--- config.mk ---
export PLATFORM = sky130hd
export DESIGN_NAME = tkscn_ctrl
export DESIGN_NICKNAME = d
export VERILOG_FILES = /design/src/verilog/tkscn_pkg.sv /design/src/verilog/tkscn_ctrl.sv
export SDC_FILE = /design/constraint.sdc
export NUM_CORES = 2
export LEC_CHECK = 0
export BUFFER_PORTS_ARGS = -buffer_cell sky130_fd_sc_hd__buf_2
export CAP_MARGIN = 10
export CORE_ASPECT_RATIO = 1.1
export CORE_MARGIN = 2
export CORE_UTILIZATION = 40
export CTS_BUF_LIST = sky130_fd_sc_hd__clkbuf_8
export DETAILED_ROUTE_END_ITERATION = 7
export PLACE_DENSITY = 0.57
export SLEW_MARGIN = 30
export SYNTH_ARGS = -nofsm -noshare
export SYNTH_HDL_FRONTEND = slang
export SYNTH_SLANG_ARGS = --single-unit
--- constraint.sdc ---
create_clock -name core_clk_i -period 8.7 [get_ports core_clk_i]
set_input_delay 0.87 -clock core_clk_i [delete_from_list [all_inputs] [get_ports core_clk_i]]
set_output_delay 0.87 -clock core_clk_i [all_outputs]
set_load 0.02 [all_outputs]
--- src/verilog/tkscn_pkg.sv ---
// shared constants, register map and types of the touch scan sequencer
// assumes one 25 MHz core clock and a 32-bit AXI4-Lite register slave
package tkscn_pkg;
    // structure: modules of four keys each
    localparam int NMOD = 4;
    localparam int KPM = 4;
    localparam int NKEY = NMOD * KPM;
    localparam int NSYN = NKEY + NMOD;

    // byte addresses of the register map
    localparam logic [7:0] CTRL_OFS = 8'h00;
    localparam logic [7:0] MOD_OFS = 8'h10;
    localparam logic [7:0] MOD_STRIDE = 8'h10;
    localparam logic [7:0] CAP_MEM_OFS = 8'h80;
    localparam logic [7:0] CNT_MEM_OFS = 8'hC0;
    // word index inside a module block
    localparam logic [1:0] MW_OSC = 2'h0;
    localparam logic [1:0] MW_SKS = 2'h1;
    localparam logic [1:0] MW_CAP = 2'h2;
    localparam logic [1:0] MW_CNT = 2'h3;

    // touch_control_zero field positions
    localparam int CTL_START = 0;
    localparam int CTL_MODE = 1;
    localparam int CTL_BUSY = 2;
    localparam int CTL_OVF = 3;
    localparam int CTL_SHARED = 4;
    localparam int CTL_PRE = 8;
    // module_osc_control field positions
    localparam int OSC_TSS = 7;
    localparam int OSC_REF = 5;
    localparam int OSC_KEY = 4;

    // values after reset and counter limits
    localparam logic [7:0] SKS_RST = 8'hE4;
    localparam logic [4:0] UNIT_MAX = 5'h1F;
    localparam logic [7:0] SLOT_MAX = 8'hFF;
    localparam logic [1:0] DIV_LAST = 2'h3;
    localparam logic [1:0] RESP_OKAY = 2'h0;
    localparam logic [1:0] RESP_SLVERR = 2'h2;

    // sequencer states, gray along idle-load-store-scan
    typedef enum logic [1:0] {
        ST_IDLE = 2'h0,
        ST_LOAD = 2'h1,
        ST_STORE = 2'h3,
        ST_SCAN = 2'h2
    } tkscn_fsm_type;

    // per-module controls toward the analog side
    typedef struct packed {
        logic ref_osc_en;
        logic key_osc_en;
        logic [3:0] key_pin_en;
        logic [1:0] key_sel;
        logic [9:0] ref_cap;
    } tkscn_mod_type;

    // whole state of the sequencer
    typedef struct packed {
        logic start;
        logic start_prev;
        logic mode;
        logic busy;
        logic ovf_flag;
        logic shared;
        logic [7:0] preload;
        logic [NMOD-1:0][7:0] osc_ctl;
        logic [NMOD-1:0][7:0] sks;
        logic [NMOD-1:0][9:0] ref_cap;
        logic [NMOD-1:0][15:0] sense_cnt;
        logic [NMOD-1:0][15:0] ref_cnt;
        logic [NMOD-1:0][4:0] unit_cnt;
        logic [NMOD-1:0][7:0] slot_cnt;
        logic [NMOD-1:0] mod_done;
        logic run;
        logic first;
        logic [1:0] slot;
        tkscn_fsm_type state;
        logic [1:0] div;
        logic irq;
        logic [NKEY-1:0][9:0] cap_mem;
        logic [NKEY-1:0][15:0] cnt_mem;
        logic [NSYN-1:0] s1;
        logic [NSYN-1:0] s2;
        logic [NSYN-1:0] s3;
        logic [NSYN-1:0] stab;
        logic aw_ok;
        logic w_ok;
        logic [7:0] awaddr;
        logic [31:0] wdata;
        logic [3:0] wstrb;
        logic bvalid;
        logic [1:0] bresp;
        logic rvalid;
        logic [31:0] rdata;
        logic [1:0] rresp;
    } tkscn_state_type;
endpackage
--- src/verilog/tkscn_ctrl.sv ---
// touch key scan sequencer: slot key selection, counters, auto scan transfers
// assumes oscillator pulses arrive asynchronously on key_osc_i and ref_osc_i
// Overview of operation
// - slot select holds four 2-bit key fields
// - slot 1-3 fields used only in auto
// - slot 0 field doubles as manual mux
// - per-key enable hands pin to sensing
// - module m owns keys 4m to 4m+3
// - shared select uses module 0 slot counter
// - one common start bit starts all modules
// - start low clears counts, keeps slot counter
// - start rising switches all counters on
// - overflow stops all counters; oscillators stop in manual or after slot 3
// - slot clock: reference oscillator or fsys/4
// - oscillators run while enable bits set
// - single interrupt: slot counter overflow in manual, after slot 3 store in auto
// - mode bit: 0 auto, 1 manual
// - auto mode drives oscillator enables itself
// - auto start: load slot0 cap, store slot3
// - each slot end: load next, store current
// - after slot 3: reload slot0, store slot3
// - four slots done: flag set, busy cleared
// - each transfer moves 2N bytes at once
// - auto count cleared after store, except slot3
`timescale 1ns/100ps
module tkscn_ctrl
    import tkscn_pkg::*;
(
    input wire logic core_clk_i,
    input wire logic nrst_i,
    input wire logic s_axi_awvalid_i,
    output logic s_axi_awready_o,
    input wire logic [7:0] s_axi_awaddr_i,
    input wire logic s_axi_wvalid_i,
    output logic s_axi_wready_o,
    input wire logic [31:0] s_axi_wdata_i,
    input wire logic [3:0] s_axi_wstrb_i,
    output logic s_axi_bvalid_o,
    input wire logic s_axi_bready_i,
    output logic [1:0] s_axi_bresp_o,
    input wire logic s_axi_arvalid_i,
    output logic s_axi_arready_o,
    input wire logic [7:0] s_axi_araddr_i,
    output logic s_axi_rvalid_o,
    input wire logic s_axi_rready_i,
    output logic [31:0] s_axi_rdata_o,
    output logic [1:0] s_axi_rresp_o,
    input wire logic [NKEY-1:0] key_osc_i,
    input wire logic [NMOD-1:0] ref_osc_i,
    output tkscn_mod_type [NMOD-1:0] mod_o,
    output logic touch_irq_o
);
    tkscn_state_type q;
    tkscn_state_type d;
    logic [NSYN-1:0] rise_v;
    logic [NMOD-1:0][1:0] sel;
    logic slot_end;
    logic st_rise;
    logic st_fall;

    // register read view; bit 32 flags an unmapped address
    function automatic logic [32:0] reg_read(input tkscn_state_type s, input logic [7:0] a);
        logic [32:0] r;
        int mi;
        r = '0;
        mi = int'(a[6:4]) - 1;
        if (a[7])
        begin
            if (a[6])
                r[15:0] = s.cnt_mem[a[5:2]];
            else
                r[9:0] = s.cap_mem[a[5:2]];
        end
        else if (a[6:4] == 3'h0)
        begin
            if (a[3:2] == 2'h0)
            begin
                r[CTL_START] = s.start;
                r[CTL_MODE] = s.mode;
                r[CTL_BUSY] = s.busy;
                r[CTL_OVF] = s.ovf_flag;
                r[CTL_SHARED] = s.shared;
                r[CTL_PRE +: 8] = s.preload;
            end
            else
                r[32] = 1'b1;
        end
        else if (mi < NMOD)
        begin
            unique case (a[3:2])
                MW_OSC: r[7:0] = s.osc_ctl[mi];
                MW_SKS: r[7:0] = s.sks[mi];
                MW_CAP: r[9:0] = s.ref_cap[mi];
                MW_CNT: r[31:0] = {s.ref_cnt[mi], s.sense_cnt[mi]};
            endcase
        end
        else
            r[32] = 1'b1;
        return r;
    endfunction

    // byte-lane merge of a write into the current value
    function automatic logic [31:0] wmerge(input logic [31:0] old, input logic [31:0] wd,
                                           input logic [3:0] st);
        logic [31:0] r;
        r = old;
        for (int i = 0; i < 4; i++)
        begin
            if (st[i])
                r[8*i +: 8] = wd[8*i +: 8];
        end
        return r;
    endfunction

    // key in use per module: manual ignores slots 1..3
    always_comb
    begin
        for (int m = 0; m < NMOD; m++)
        begin
            if (q.mode)
                sel[m] = q.sks[m][1:0];
            else
                sel[m] = q.sks[m][{q.slot, 1'b0} +: 2];
        end
    end

    // edges of synchronised oscillators count once stages 2 and 3 agree
    assign rise_v = q.s2 & q.s3 & ~q.stab;
    assign st_rise = q.start & ~q.start_prev;
    assign st_fall = ~q.start & q.start_prev;

    // slot end: module 0 alone when shared, else all modules with keys
    always_comb
    begin
        logic all_done;
        all_done = 1'b1;
        for (int m = 0; m < NMOD; m++)
        begin
            if (|q.osc_ctl[m][3:0] && !q.mod_done[m])
                all_done = 1'b0;
        end
        slot_end = q.run && (q.shared ? q.mod_done[0] : all_done);
    end

    // all next-state logic
    always_comb
    begin
        logic [32:0] rd;
        logic [31:0] wm;
        logic [1:0] nk;
        logic tick;
        int mi;
        int ka;
        rd = '0;
        wm = '0;
        nk = 2'h0;
        tick = 1'b0;
        mi = 0;
        ka = 0;
        d = q;
        d.start_prev = q.start;
        d.irq = 1'b0;
        d.div = q.div + 2'h1;
        d.s1 = {ref_osc_i, key_osc_i};
        d.s2 = q.s1;
        d.s3 = q.s2;
        d.stab = (q.s2 & q.s3) | (q.stab & (q.s2 ^ q.s3));

        // axi read channel: answer one cycle after the address is taken
        if (q.rvalid && s_axi_rready_i)
            d.rvalid = 1'b0;
        if (s_axi_arvalid_i && !q.rvalid)
        begin
            rd = reg_read(q, s_axi_araddr_i);
            d.rvalid = 1'b1;
            d.rdata = rd[31:0];
            d.rresp = rd[32] ? RESP_SLVERR : RESP_OKAY;
        end

        // axi write channels taken in either order, applied once both held
        if (q.bvalid && s_axi_bready_i)
            d.bvalid = 1'b0;
        if (s_axi_awvalid_i && !q.aw_ok && !q.bvalid)
        begin
            d.aw_ok = 1'b1;
            d.awaddr = s_axi_awaddr_i;
        end
        if (s_axi_wvalid_i && !q.w_ok && !q.bvalid)
        begin
            d.w_ok = 1'b1;
            d.wdata = s_axi_wdata_i;
            d.wstrb = s_axi_wstrb_i;
        end
        if (q.aw_ok && q.w_ok)
        begin
            rd = reg_read(q, q.awaddr);
            wm = wmerge(rd[31:0], q.wdata, q.wstrb);
            mi = int'(q.awaddr[6:4]) - 1;
            d.aw_ok = 1'b0;
            d.w_ok = 1'b0;
            d.bvalid = 1'b1;
            d.bresp = rd[32] ? RESP_SLVERR : RESP_OKAY;
            if (q.awaddr[7])
            begin
                if (!q.awaddr[6])
                    d.cap_mem[q.awaddr[5:2]] = wm[9:0];
            end
            else if (q.awaddr[6:4] == 3'h0 && !rd[32])
            begin
                d.start = wm[CTL_START];
                d.mode = wm[CTL_MODE];
                d.shared = wm[CTL_SHARED];
                d.preload = wm[CTL_PRE +: 8];
                if (!wm[CTL_OVF])
                    d.ovf_flag = 1'b0; // writing 0 clears, hardware set below wins
            end
            else if (!rd[32])
            begin
                unique case (q.awaddr[3:2])
                    MW_OSC: d.osc_ctl[mi] = wm[7:0] & 8'hBF;
                    MW_SKS: d.sks[mi] = wm[7:0];
                    MW_CAP: d.ref_cap[mi] = wm[9:0];
                    MW_CNT: d.ref_cap[mi] = q.ref_cap[mi]; // counts are read only
                endcase
            end
        end

        // counters of each module while running and not yet overflowed
        for (int m = 0; m < NMOD; m++)
        begin
            ka = m * KPM + int'(sel[m]);
            tick = q.osc_ctl[m][OSC_TSS] ? (q.div == DIV_LAST) : rise_v[NKEY + m];
            if (q.run && q.start && !q.mod_done[m])
            begin
                if (rise_v[ka])
                    d.sense_cnt[m] = q.sense_cnt[m] + 16'h0001;
                if (rise_v[NKEY + m])
                    d.ref_cnt[m] = q.ref_cnt[m] + 16'h0001;
                if (tick)
                begin
                    d.unit_cnt[m] = q.unit_cnt[m] + 5'h01;
                    if (q.unit_cnt[m] == UNIT_MAX)
                    begin
                        if (q.slot_cnt[m] == SLOT_MAX)
                        begin
                            d.slot_cnt[m] = q.preload;
                            d.mod_done[m] = !q.shared || (m == 0);
                        end
                        else
                            d.slot_cnt[m] = q.slot_cnt[m] + 8'h01;
                    end
                end
            end
        end

        // scan sequencer
        unique case (q.state)
            ST_IDLE:
            begin
                if (st_rise)
                begin
                    d.busy = 1'b1;
                    d.mod_done = '0;
                    if (!q.mode)
                    begin
                        for (int m = 0; m < NMOD; m++)
                        begin
                            if (|q.osc_ctl[m][3:0])
                            begin
                                d.osc_ctl[m][OSC_KEY] = 1'b1;
                                d.osc_ctl[m][OSC_REF] = !q.osc_ctl[m][OSC_TSS];
                            end
                        end
                        d.slot = 2'h3;
                        d.first = 1'b1;
                        d.state = ST_LOAD;
                    end
                    else
                    begin
                        d.run = 1'b1;
                        d.state = ST_SCAN;
                    end
                end
            end
            ST_LOAD:
            begin
                // one 2N-byte move: next slot's capacitor value per module
                nk = q.slot + 2'h1;
                for (int m = 0; m < NMOD; m++)
                begin
                    ka = m * KPM + int'(q.sks[m][{nk, 1'b0} +: 2]);
                    d.ref_cap[m] = q.cap_mem[ka];
                end
                d.state = ST_STORE;
            end
            ST_STORE:
            begin
                // one 2N-byte move: this slot's count into its key location
                for (int m = 0; m < NMOD; m++)
                begin
                    ka = m * KPM + int'(q.sks[m][{q.slot, 1'b0} +: 2]);
                    d.cnt_mem[ka] = q.sense_cnt[m];
                end
                d.mod_done = '0;
                if (q.first)
                begin
                    d.first = 1'b0;
                    d.slot = 2'h0;
                    d.run = 1'b1;
                    d.state = ST_SCAN;
                end
                else if (q.slot == 2'h3)
                begin
                    d.busy = 1'b0;
                    d.ovf_flag = 1'b1;
                    d.irq = 1'b1;
                    d.state = ST_IDLE;
                end
                else
                begin
                    for (int m = 0; m < NMOD; m++)
                        d.sense_cnt[m] = 16'h0000;
                    d.slot = q.slot + 2'h1;
                    d.run = 1'b1;
                    d.state = ST_SCAN;
                end
            end
            ST_SCAN:
            begin
                if (slot_end)
                begin
                    d.run = 1'b0;
                    for (int m = 0; m < NMOD; m++)
                        d.unit_cnt[m] = 5'h00;
                    if (q.mode)
                    begin
                        d.busy = 1'b0;
                        d.ovf_flag = 1'b1;
                        d.irq = 1'b1;
                        d.state = ST_IDLE;
                    end
                    else
                        d.state = ST_LOAD;
                end
            end
        endcase

        // start cleared aborts the scan; slot counters are kept
        if (st_fall)
        begin
            for (int m = 0; m < NMOD; m++)
            begin
                d.sense_cnt[m] = 16'h0000;
                d.ref_cnt[m] = 16'h0000;
                d.unit_cnt[m] = 5'h00;
            end
            d.run = 1'b0;
            d.busy = 1'b0;
            d.state = ST_IDLE;
        end

        // busy falling switches every oscillator off, after any write
        if (q.busy && !d.busy)
        begin
            for (int m = 0; m < NMOD; m++)
            begin
                d.osc_ctl[m][OSC_REF] = 1'b0;
                d.osc_ctl[m][OSC_KEY] = 1'b0;
            end
        end
    end

    // single state register; reset only loads constants
    always_ff @(posedge core_clk_i)
    begin
        if (!nrst_i)
        begin
            q <= '0;
            q.sks <= {NMOD{SKS_RST}};
        end
        else
            q <= d;
    end

    // outputs toward bus and analog side
    always_comb
    begin
        for (int m = 0; m < NMOD; m++)
        begin
            mod_o[m].ref_osc_en = q.osc_ctl[m][OSC_REF];
            mod_o[m].key_osc_en = q.osc_ctl[m][OSC_KEY];
            mod_o[m].key_pin_en = q.osc_ctl[m][3:0];
            mod_o[m].key_sel = sel[m];
            mod_o[m].ref_cap = q.ref_cap[m];
        end
    end
    assign s_axi_awready_o = !q.aw_ok && !q.bvalid;
    assign s_axi_wready_o = !q.w_ok && !q.bvalid;
    assign s_axi_bvalid_o = q.bvalid;
    assign s_axi_bresp_o = q.bresp;
    assign s_axi_arready_o = !q.rvalid;
    assign s_axi_rvalid_o = q.rvalid;
    assign s_axi_rdata_o = q.rdata;
    assign s_axi_rresp_o = q.rresp;
    assign touch_irq_o = q.irq;
endmodule

# Yosys cells after proc, flatten, opt, wreduce, memory -nomap -nowiden
# Cells that the tools add are included.
# classes
n_addsub,29
n_mux,238
bitwise_logic,15
magnitude_cmp,24
reduce_logical,79
shift,8
eq_ne,28
# ops
op,n
256-bit bitwise mux,4
16-bit two-way mux,26
114-bit two-way mux,2
104-bit two-way mux,2
10-bit binary-select mux with 4-bit select,5
16-bit demux with 4-bit select,3
64-bit two-way mux,3
10-bit two-way mux,19
8-bit two-way mux,21
160-bit bitwise mux,1
16-bit by 1-bit adder with 16-bit output (second input constant),8
16-bit binary-select mux with 2-bit select,4
16-bit binary-select mux with 4-bit select,2
32-bit two-way mux,4
40-bit bitwise mux,2
40-bit case mux with 2 select lines,1
17-bit two-way mux,4
8-bit binary-select mux with 2-bit select,4
32-bit bitwise mux,2
8-bit case mux with 4 select lines,2
8-bit by 4-bit indexed part select with 2-bit output,8
20-bit AND,3
10-bit binary-select mux with 2-bit select,3
2-bit two-way mux,30
62 further kinds,258
# word_totals
word_cells,514
register_bits,873
out_inout_bits,114
inputBits,79

# Logic depth before layout (Yosys ltp)
# depth
depth_word,23
ltp_mapped,16
depth_no_buf,9

# Worst setup path before layout
# Ideal clock, no wire load.
# synth_path
path_kind,input to register
from,input s_axi_araddr_i[4]
to,register q (netlist bit s_axi_rdata_o[14])
setup_time_ps,128
path_buffers,6
arrival_time_ps,3839
stages,11
required_ps,8572
slack_ps,4734
path_cell_list,clkbuf_1 -> buf_1 -> clkbuf_1 -> inv_1 -> ha_1 -> clkbuf_1 -> clkbuf_1 -> clkbuf_1 -> mux4_2 -> a221oi_1 -> nor2_1
# synth_via
elab_chain_cells,8
word_cells_on_any_way,13
cone_classes,add/sub: 1; order compare: 1; mux: 10; reduce/logical: 1
# synth_lines
element,line,text
"start, declared",tkscn_ctrl.sv:43,"input wire logic [7:0] s_axi_araddr_i,"
3-bit by 1-bit subtractor with 4-bit output,tkscn_ctrl.sv:66,mi = int'(a[6:4]) - 1;
16-bit binary-select mux with 2-bit select,tkscn_ctrl.sv:94,"MW_CNT: r[31:0] = {s.ref_cnt[mi], s.sense_cnt[mi]};"
16-bit two-way mux (implied by the code) (2 in a row),tkscn_ctrl.sv:94,
22-bit two-way mux,tkscn_ctrl.sv:90,unique case (a[3:2])
32-bit two-way mux,tkscn_ctrl.sv:88,else if (mi < NMOD)
8-bit two-way mux,tkscn_ctrl.sv:74,else if (a[6:4] == 3'h0)
16-bit two-way mux *,tkscn_ctrl.sv:67,if (a[7])
"end, declared",tkscn_ctrl.sv:53,tkscn_state_type q;
# Mark *: on every way between the ends. The rest lies on a longest branch, timed or not. The select of a mux whose other input is x is not followed.
# A chain may end at the register's enable or synchronous reset.

# Final worst setup path
# layout_path
from,register q[78] in the netlist's numbering
to,register q (netlist bit mod_o[55])
# layout_via
elab_chain_cells,17
word_cells_on_any_way,48
cone_classes,add/sub: 1; order compare: 3; eq/ne: 2; mux: 37; reduce/logical: 5
# layout_lines
element,line,text
3-bit by 1-bit subtractor with 4-bit output,"tkscn_ctrl.sv:66, tkscn_ctrl.sv:198",
16-bit binary-select mux with 2-bit select (tied with other cells),tkscn_ctrl.sv:94,
16-bit two-way mux (implied by the code) (tied with other cells) (2 in a row),tkscn_ctrl.sv:94,
8-bit case mux with 4 select lines,tkscn_ctrl.sv:90,
32-bit two-way mux,tkscn_ctrl.sv:88,
5-bit two-way mux,tkscn_ctrl.sv:74,
16-bit two-way mux,tkscn_ctrl.sv:67,
8-bit two-way mux,tkscn_ctrl.sv:109,if (st[i])
8-bit two-way mux,tkscn_ctrl.sv:194,if (q.aw_ok && q.w_ok)
40-bit bitwise mux,tkscn_ctrl.sv:222,MW_CAP: d.ref_cap[mi] = wm[9:0];
40-bit case mux with 2 select lines,tkscn_ctrl.sv:219,unique case (q.awaddr[3:2])
104-bit two-way mux,tkscn_ctrl.sv:217,else if (!rd[32])
104-bit two-way mux,tkscn_ctrl.sv:208,else if (q.awaddr[6:4] == 3'h0 && !rd[32])
114-bit two-way mux,tkscn_ctrl.sv:203,if (q.awaddr[7])
114-bit two-way mux,tkscn_ctrl.sv:194,
40-bit two-way mux,tkscn_ctrl.sv:257,unique case (q.state)
# Several ways; a longest one is shown, not always the timed one. The select of a mux whose other input is x is not followed.

==> impl_results.md <==
* Status: completed
* Ports at ~190
* # clock sinks at 865
* Hold Fails Final Rpt at 0
* Critical Path End Type: flip-flop
* Most common cell after layout, fill and taps aside: dfxtp_1
* Sw power at 2430 µW
* Synth area leader: dfxtp_1
* DRC Markers at 0
* Final Wtd Congestion at between 0.9 and 1
* Final setup viols at 0
* Leak at around 0.019 µW
* Synth Area in Simple Gates at between 10% and 20%
* Clk_lat worst skew at around 850 ps
* Min Tclk post-route at between 5000 and 6000 ps
* # hold bufs at CTS at 0
* Max-cap violations at 0
* Power per cell area at roughly 180 nW/µm²
* Synth Area in Adders at between 1.5 and 2%
* Final wirelength at between 150000 and 200000 µm
* Initial Utilization at 40.4%
* Area growth, synth to finish at 8.40%
* Final period util at 58.3%
* GRT overflow at 0
* Chip height at ~360 µm
* Total core area at roughly 110000 µm²
* Distinct cells, synth at 87
* Crit path DAT at about 5800 ps
* TritonRoute pass-1 iters at 8
* GRT Total Usage at between 20% and 30%
* Placed Cells at 5762
* Syn_area_per_cell at 9.93 µm²
* Worst Path Buf+Inv at 4
* Register bit total from synthesis at 865
* Post-synthesis mux area share at around a quarter
* Post-Synth XOR/XNOR Area at just under 2%
* First-pass GRT wire length at between 200000 and 250000 µm
* Worst Path Max Fanout at 27
* Largest net degree at the start of global routing at 200
* Synth Cell Area at ~45000 µm²
* Non-filler cells, final at approximately 6000
* Placement Setup Slack at 3710 ps
* Power, Total at approximately 8500 µW
* Commonest non-fill, non-tap cells in the layout: dfxtp_1, nor2_1, nand2_1, mux2i_1, mux4_2
* CP top delay family: compound AO/OA/AOI/OAI gates
* Post-CTS sizing at 0
* Worst VDD drop at about 0.00015 V
* Compound-cell area share of the yosys netlist at a little under an eighth
* Routed WL per cell at between 20 and 30 µm
* Synth warn at 0
* Combinational family with the most area after synthesis: multiplexers
* Multi-input gate area at 25000 µm²
* Switching part of the total at about 29%
* Fillers at approximately 11000
* H-tree depth at 4
* Number of global-route vias before repair at 33392
* Critical path required time at between 9000 and 10000 ps
* Logic gate share of total power at between 10% and 20%
* Drt initial violations at 4178
* Pins Over Slew Limit at 0
* Cells after Synth at around 4500
* Number of CTS-inserted buffers at 148
* Die W at around 320 µm
* Sequential share of power at 48.1%
* Crit path top cell by count: buf_4
* Hold Path Class: input port to flip-flop
* Reg area at 17300 µm²
* Remaining antenna violation count at 0
* CP peak stage delay at approximately 1100 ps
* Crit path max-delay cell type: ha_2
* Worst hold slack at roughly 210 ps
* Post-synth top flop: dfxtp_1
* Worst-path clk slew at 60 ps
* Cell Rows at 128
* Die area at 115000 µm²
* Ys async rst share at 0%
* Number of port buffers at about 170
* Slew headroom at between 10% and 20%
* Root Driver: clkbuf_8
* RSZ-0062 raised after global routing: no
* Setup TNS at 0 ps
* Setup repair bufs after CTS at 0
* Kind of critical path: flip-flop to flip-flop
* Nets at 4551
* DR vias/cell at between 6 and 7
* Worst Setup Start Kind: flip-flop
* Detail Placement HPWL at between 100000 and 150000 µm
* Detailed-route via count at roughly 36000
* EDFF count, synth at 0
* Clk buf depth at 3
* Yosys top cell area share at between 30% and 40%
* Clock Skew at a little under 40 ps
* Cell-internal power at around 6100 µW
* CP cell instances: inv_1 > buf_4 > ha_2 > buf_4 > mux4_2 > mux2_2 > nand3_1 > o311ai_0 > a32oi_2 > buf_4 > a21o_1 > a311oi_1
* Layout cell share with drive strength beyond 1 at approximately a fifth
* Clock Power Share at between 40% and 50%
* Initial antenna violation count at 6
* CTS tree: yes
* Sequential share of the synthesized area at between 30% and 40%
* Fin worst setup slack at ~3600 ps
* Worst-Margin Slew at between 1000 and 1500 ps
* Largest cells by area after synthesis: dfxtp_1, mux4_2, mux2i_1
* Top achievable clock speed at 0.197 GHz
stage by stage:
step	cell area, µm²	util, %
final	48600	43.8
after CTS	48500	43.7
after global placement	45700	41.2
after detailed placement	45700	41.2
after floorplan	44800	-
after global routing	48600	43.8
registers in the layout, indices dropped and copies added (netlist names):
register        cells
s_axi_bvalid_o      1
s_axi_bresp_o       1
s_axi_rdata_o      32
q                 723
touch_irq_o         1
d                  41
s_axi_rresp_o       1
mod_o              64
s_axi_rvalid_o      1
power by group through the flow:
stage / registers [µW] / clock network, µW / logic [µW]
2_1_floorplan: 4140 / 0 / 621
3_3_place_gp: 4190 / 0 / 832
3_5_place_dp: 4190 / 0 / 832
4_1_cts: 4100 / 3650 / 836
5_1_grt: 4110 / 3810 / 893
6_report: 4100 / 3580 / 856
Yosys cell counts, types with 10 or more instances:
cell         n
xor2_1      82
a22oi_1     42
nor2b_1     42
o31ai_1     13
o211ai_1    24
a221oi_1    23
nor3_1      24
and2_1     132
nand2_1    350
buf_2       68
clkbuf_1   249
xnor2_1     19
a22o_1      10
nor2_1     603
o21a_1      24
nand4_1     47
ha_1        54
nand3_1    107
o2bb2ai_1   10
mux4_2     333
or3_1       22
and3_1      46
nand2b_1    24
mux4_1      18
inv_1       29
buf_4      117
a211oi_1    71
a31oi_1     11
buf_6       11
a21oi_1    288
dfxtp_1    865
mux2i_1    333
buf_1       32
mux2_2      28
or4_1       15
o21ai_0    198
logic make-up after synthesis:
kind of cell,count (synthesis)
compound gates,813
xor+xnor,101
fa+ha+maj,54
buf+inv,512
flops,865
mux,712
other cells,1
simple gates,1454
metal layers:
metal  track usage, %  wire length, µm
met2             40.6            68600
met4             11.5             7280
met3             6.64            15000
met1             34.8            62600
met5                0               24
final timing paths:
kind                                          from  slack [ps]                     endpoint  cells after the start
worst max register to register  q[78]$_SDFFE_PN0P_        3630       mod_o[55]$_SDFFE_PN0P_                     12
worst min register to register   d[124]$_SDFF_PN0_         420            d[104]$_SDFF_PN0_                      1
worst max-delay path            q[78]$_SDFFE_PN0P_        3630       mod_o[55]$_SDFFE_PN0P_                     12
worst min-delay path                s_axi_rready_i         210  s_axi_rvalid_o$_SDFFE_PN0P_                      2
worst reg2reg max path: stages, from the launching register on:
cell and delay [ps]:
dfxtp_4 560, inv_1 90, buf_4 240, ha_2 1070, buf_4 390, mux4_2 400
mux2_2 290, nand3_1 80, o311ai_0 310, a32oi_2 780, buf_4 400, a21o_1 230
a311oi_1 110
final cells by class:
type / instances / share of cell area (%)
repair buffers: 234 / 2.92
inverters: 33 / 0.270
clock buffers: 170 / 4.82
flip-flops and latches: 865 / 35.7
multi-input cells: 3136 / 51.6
clock inverters: 74 / 0.899
diodes: 4 / 0.0206
well taps: 1495 / 3.85
(Power assumes the default switching activity.)
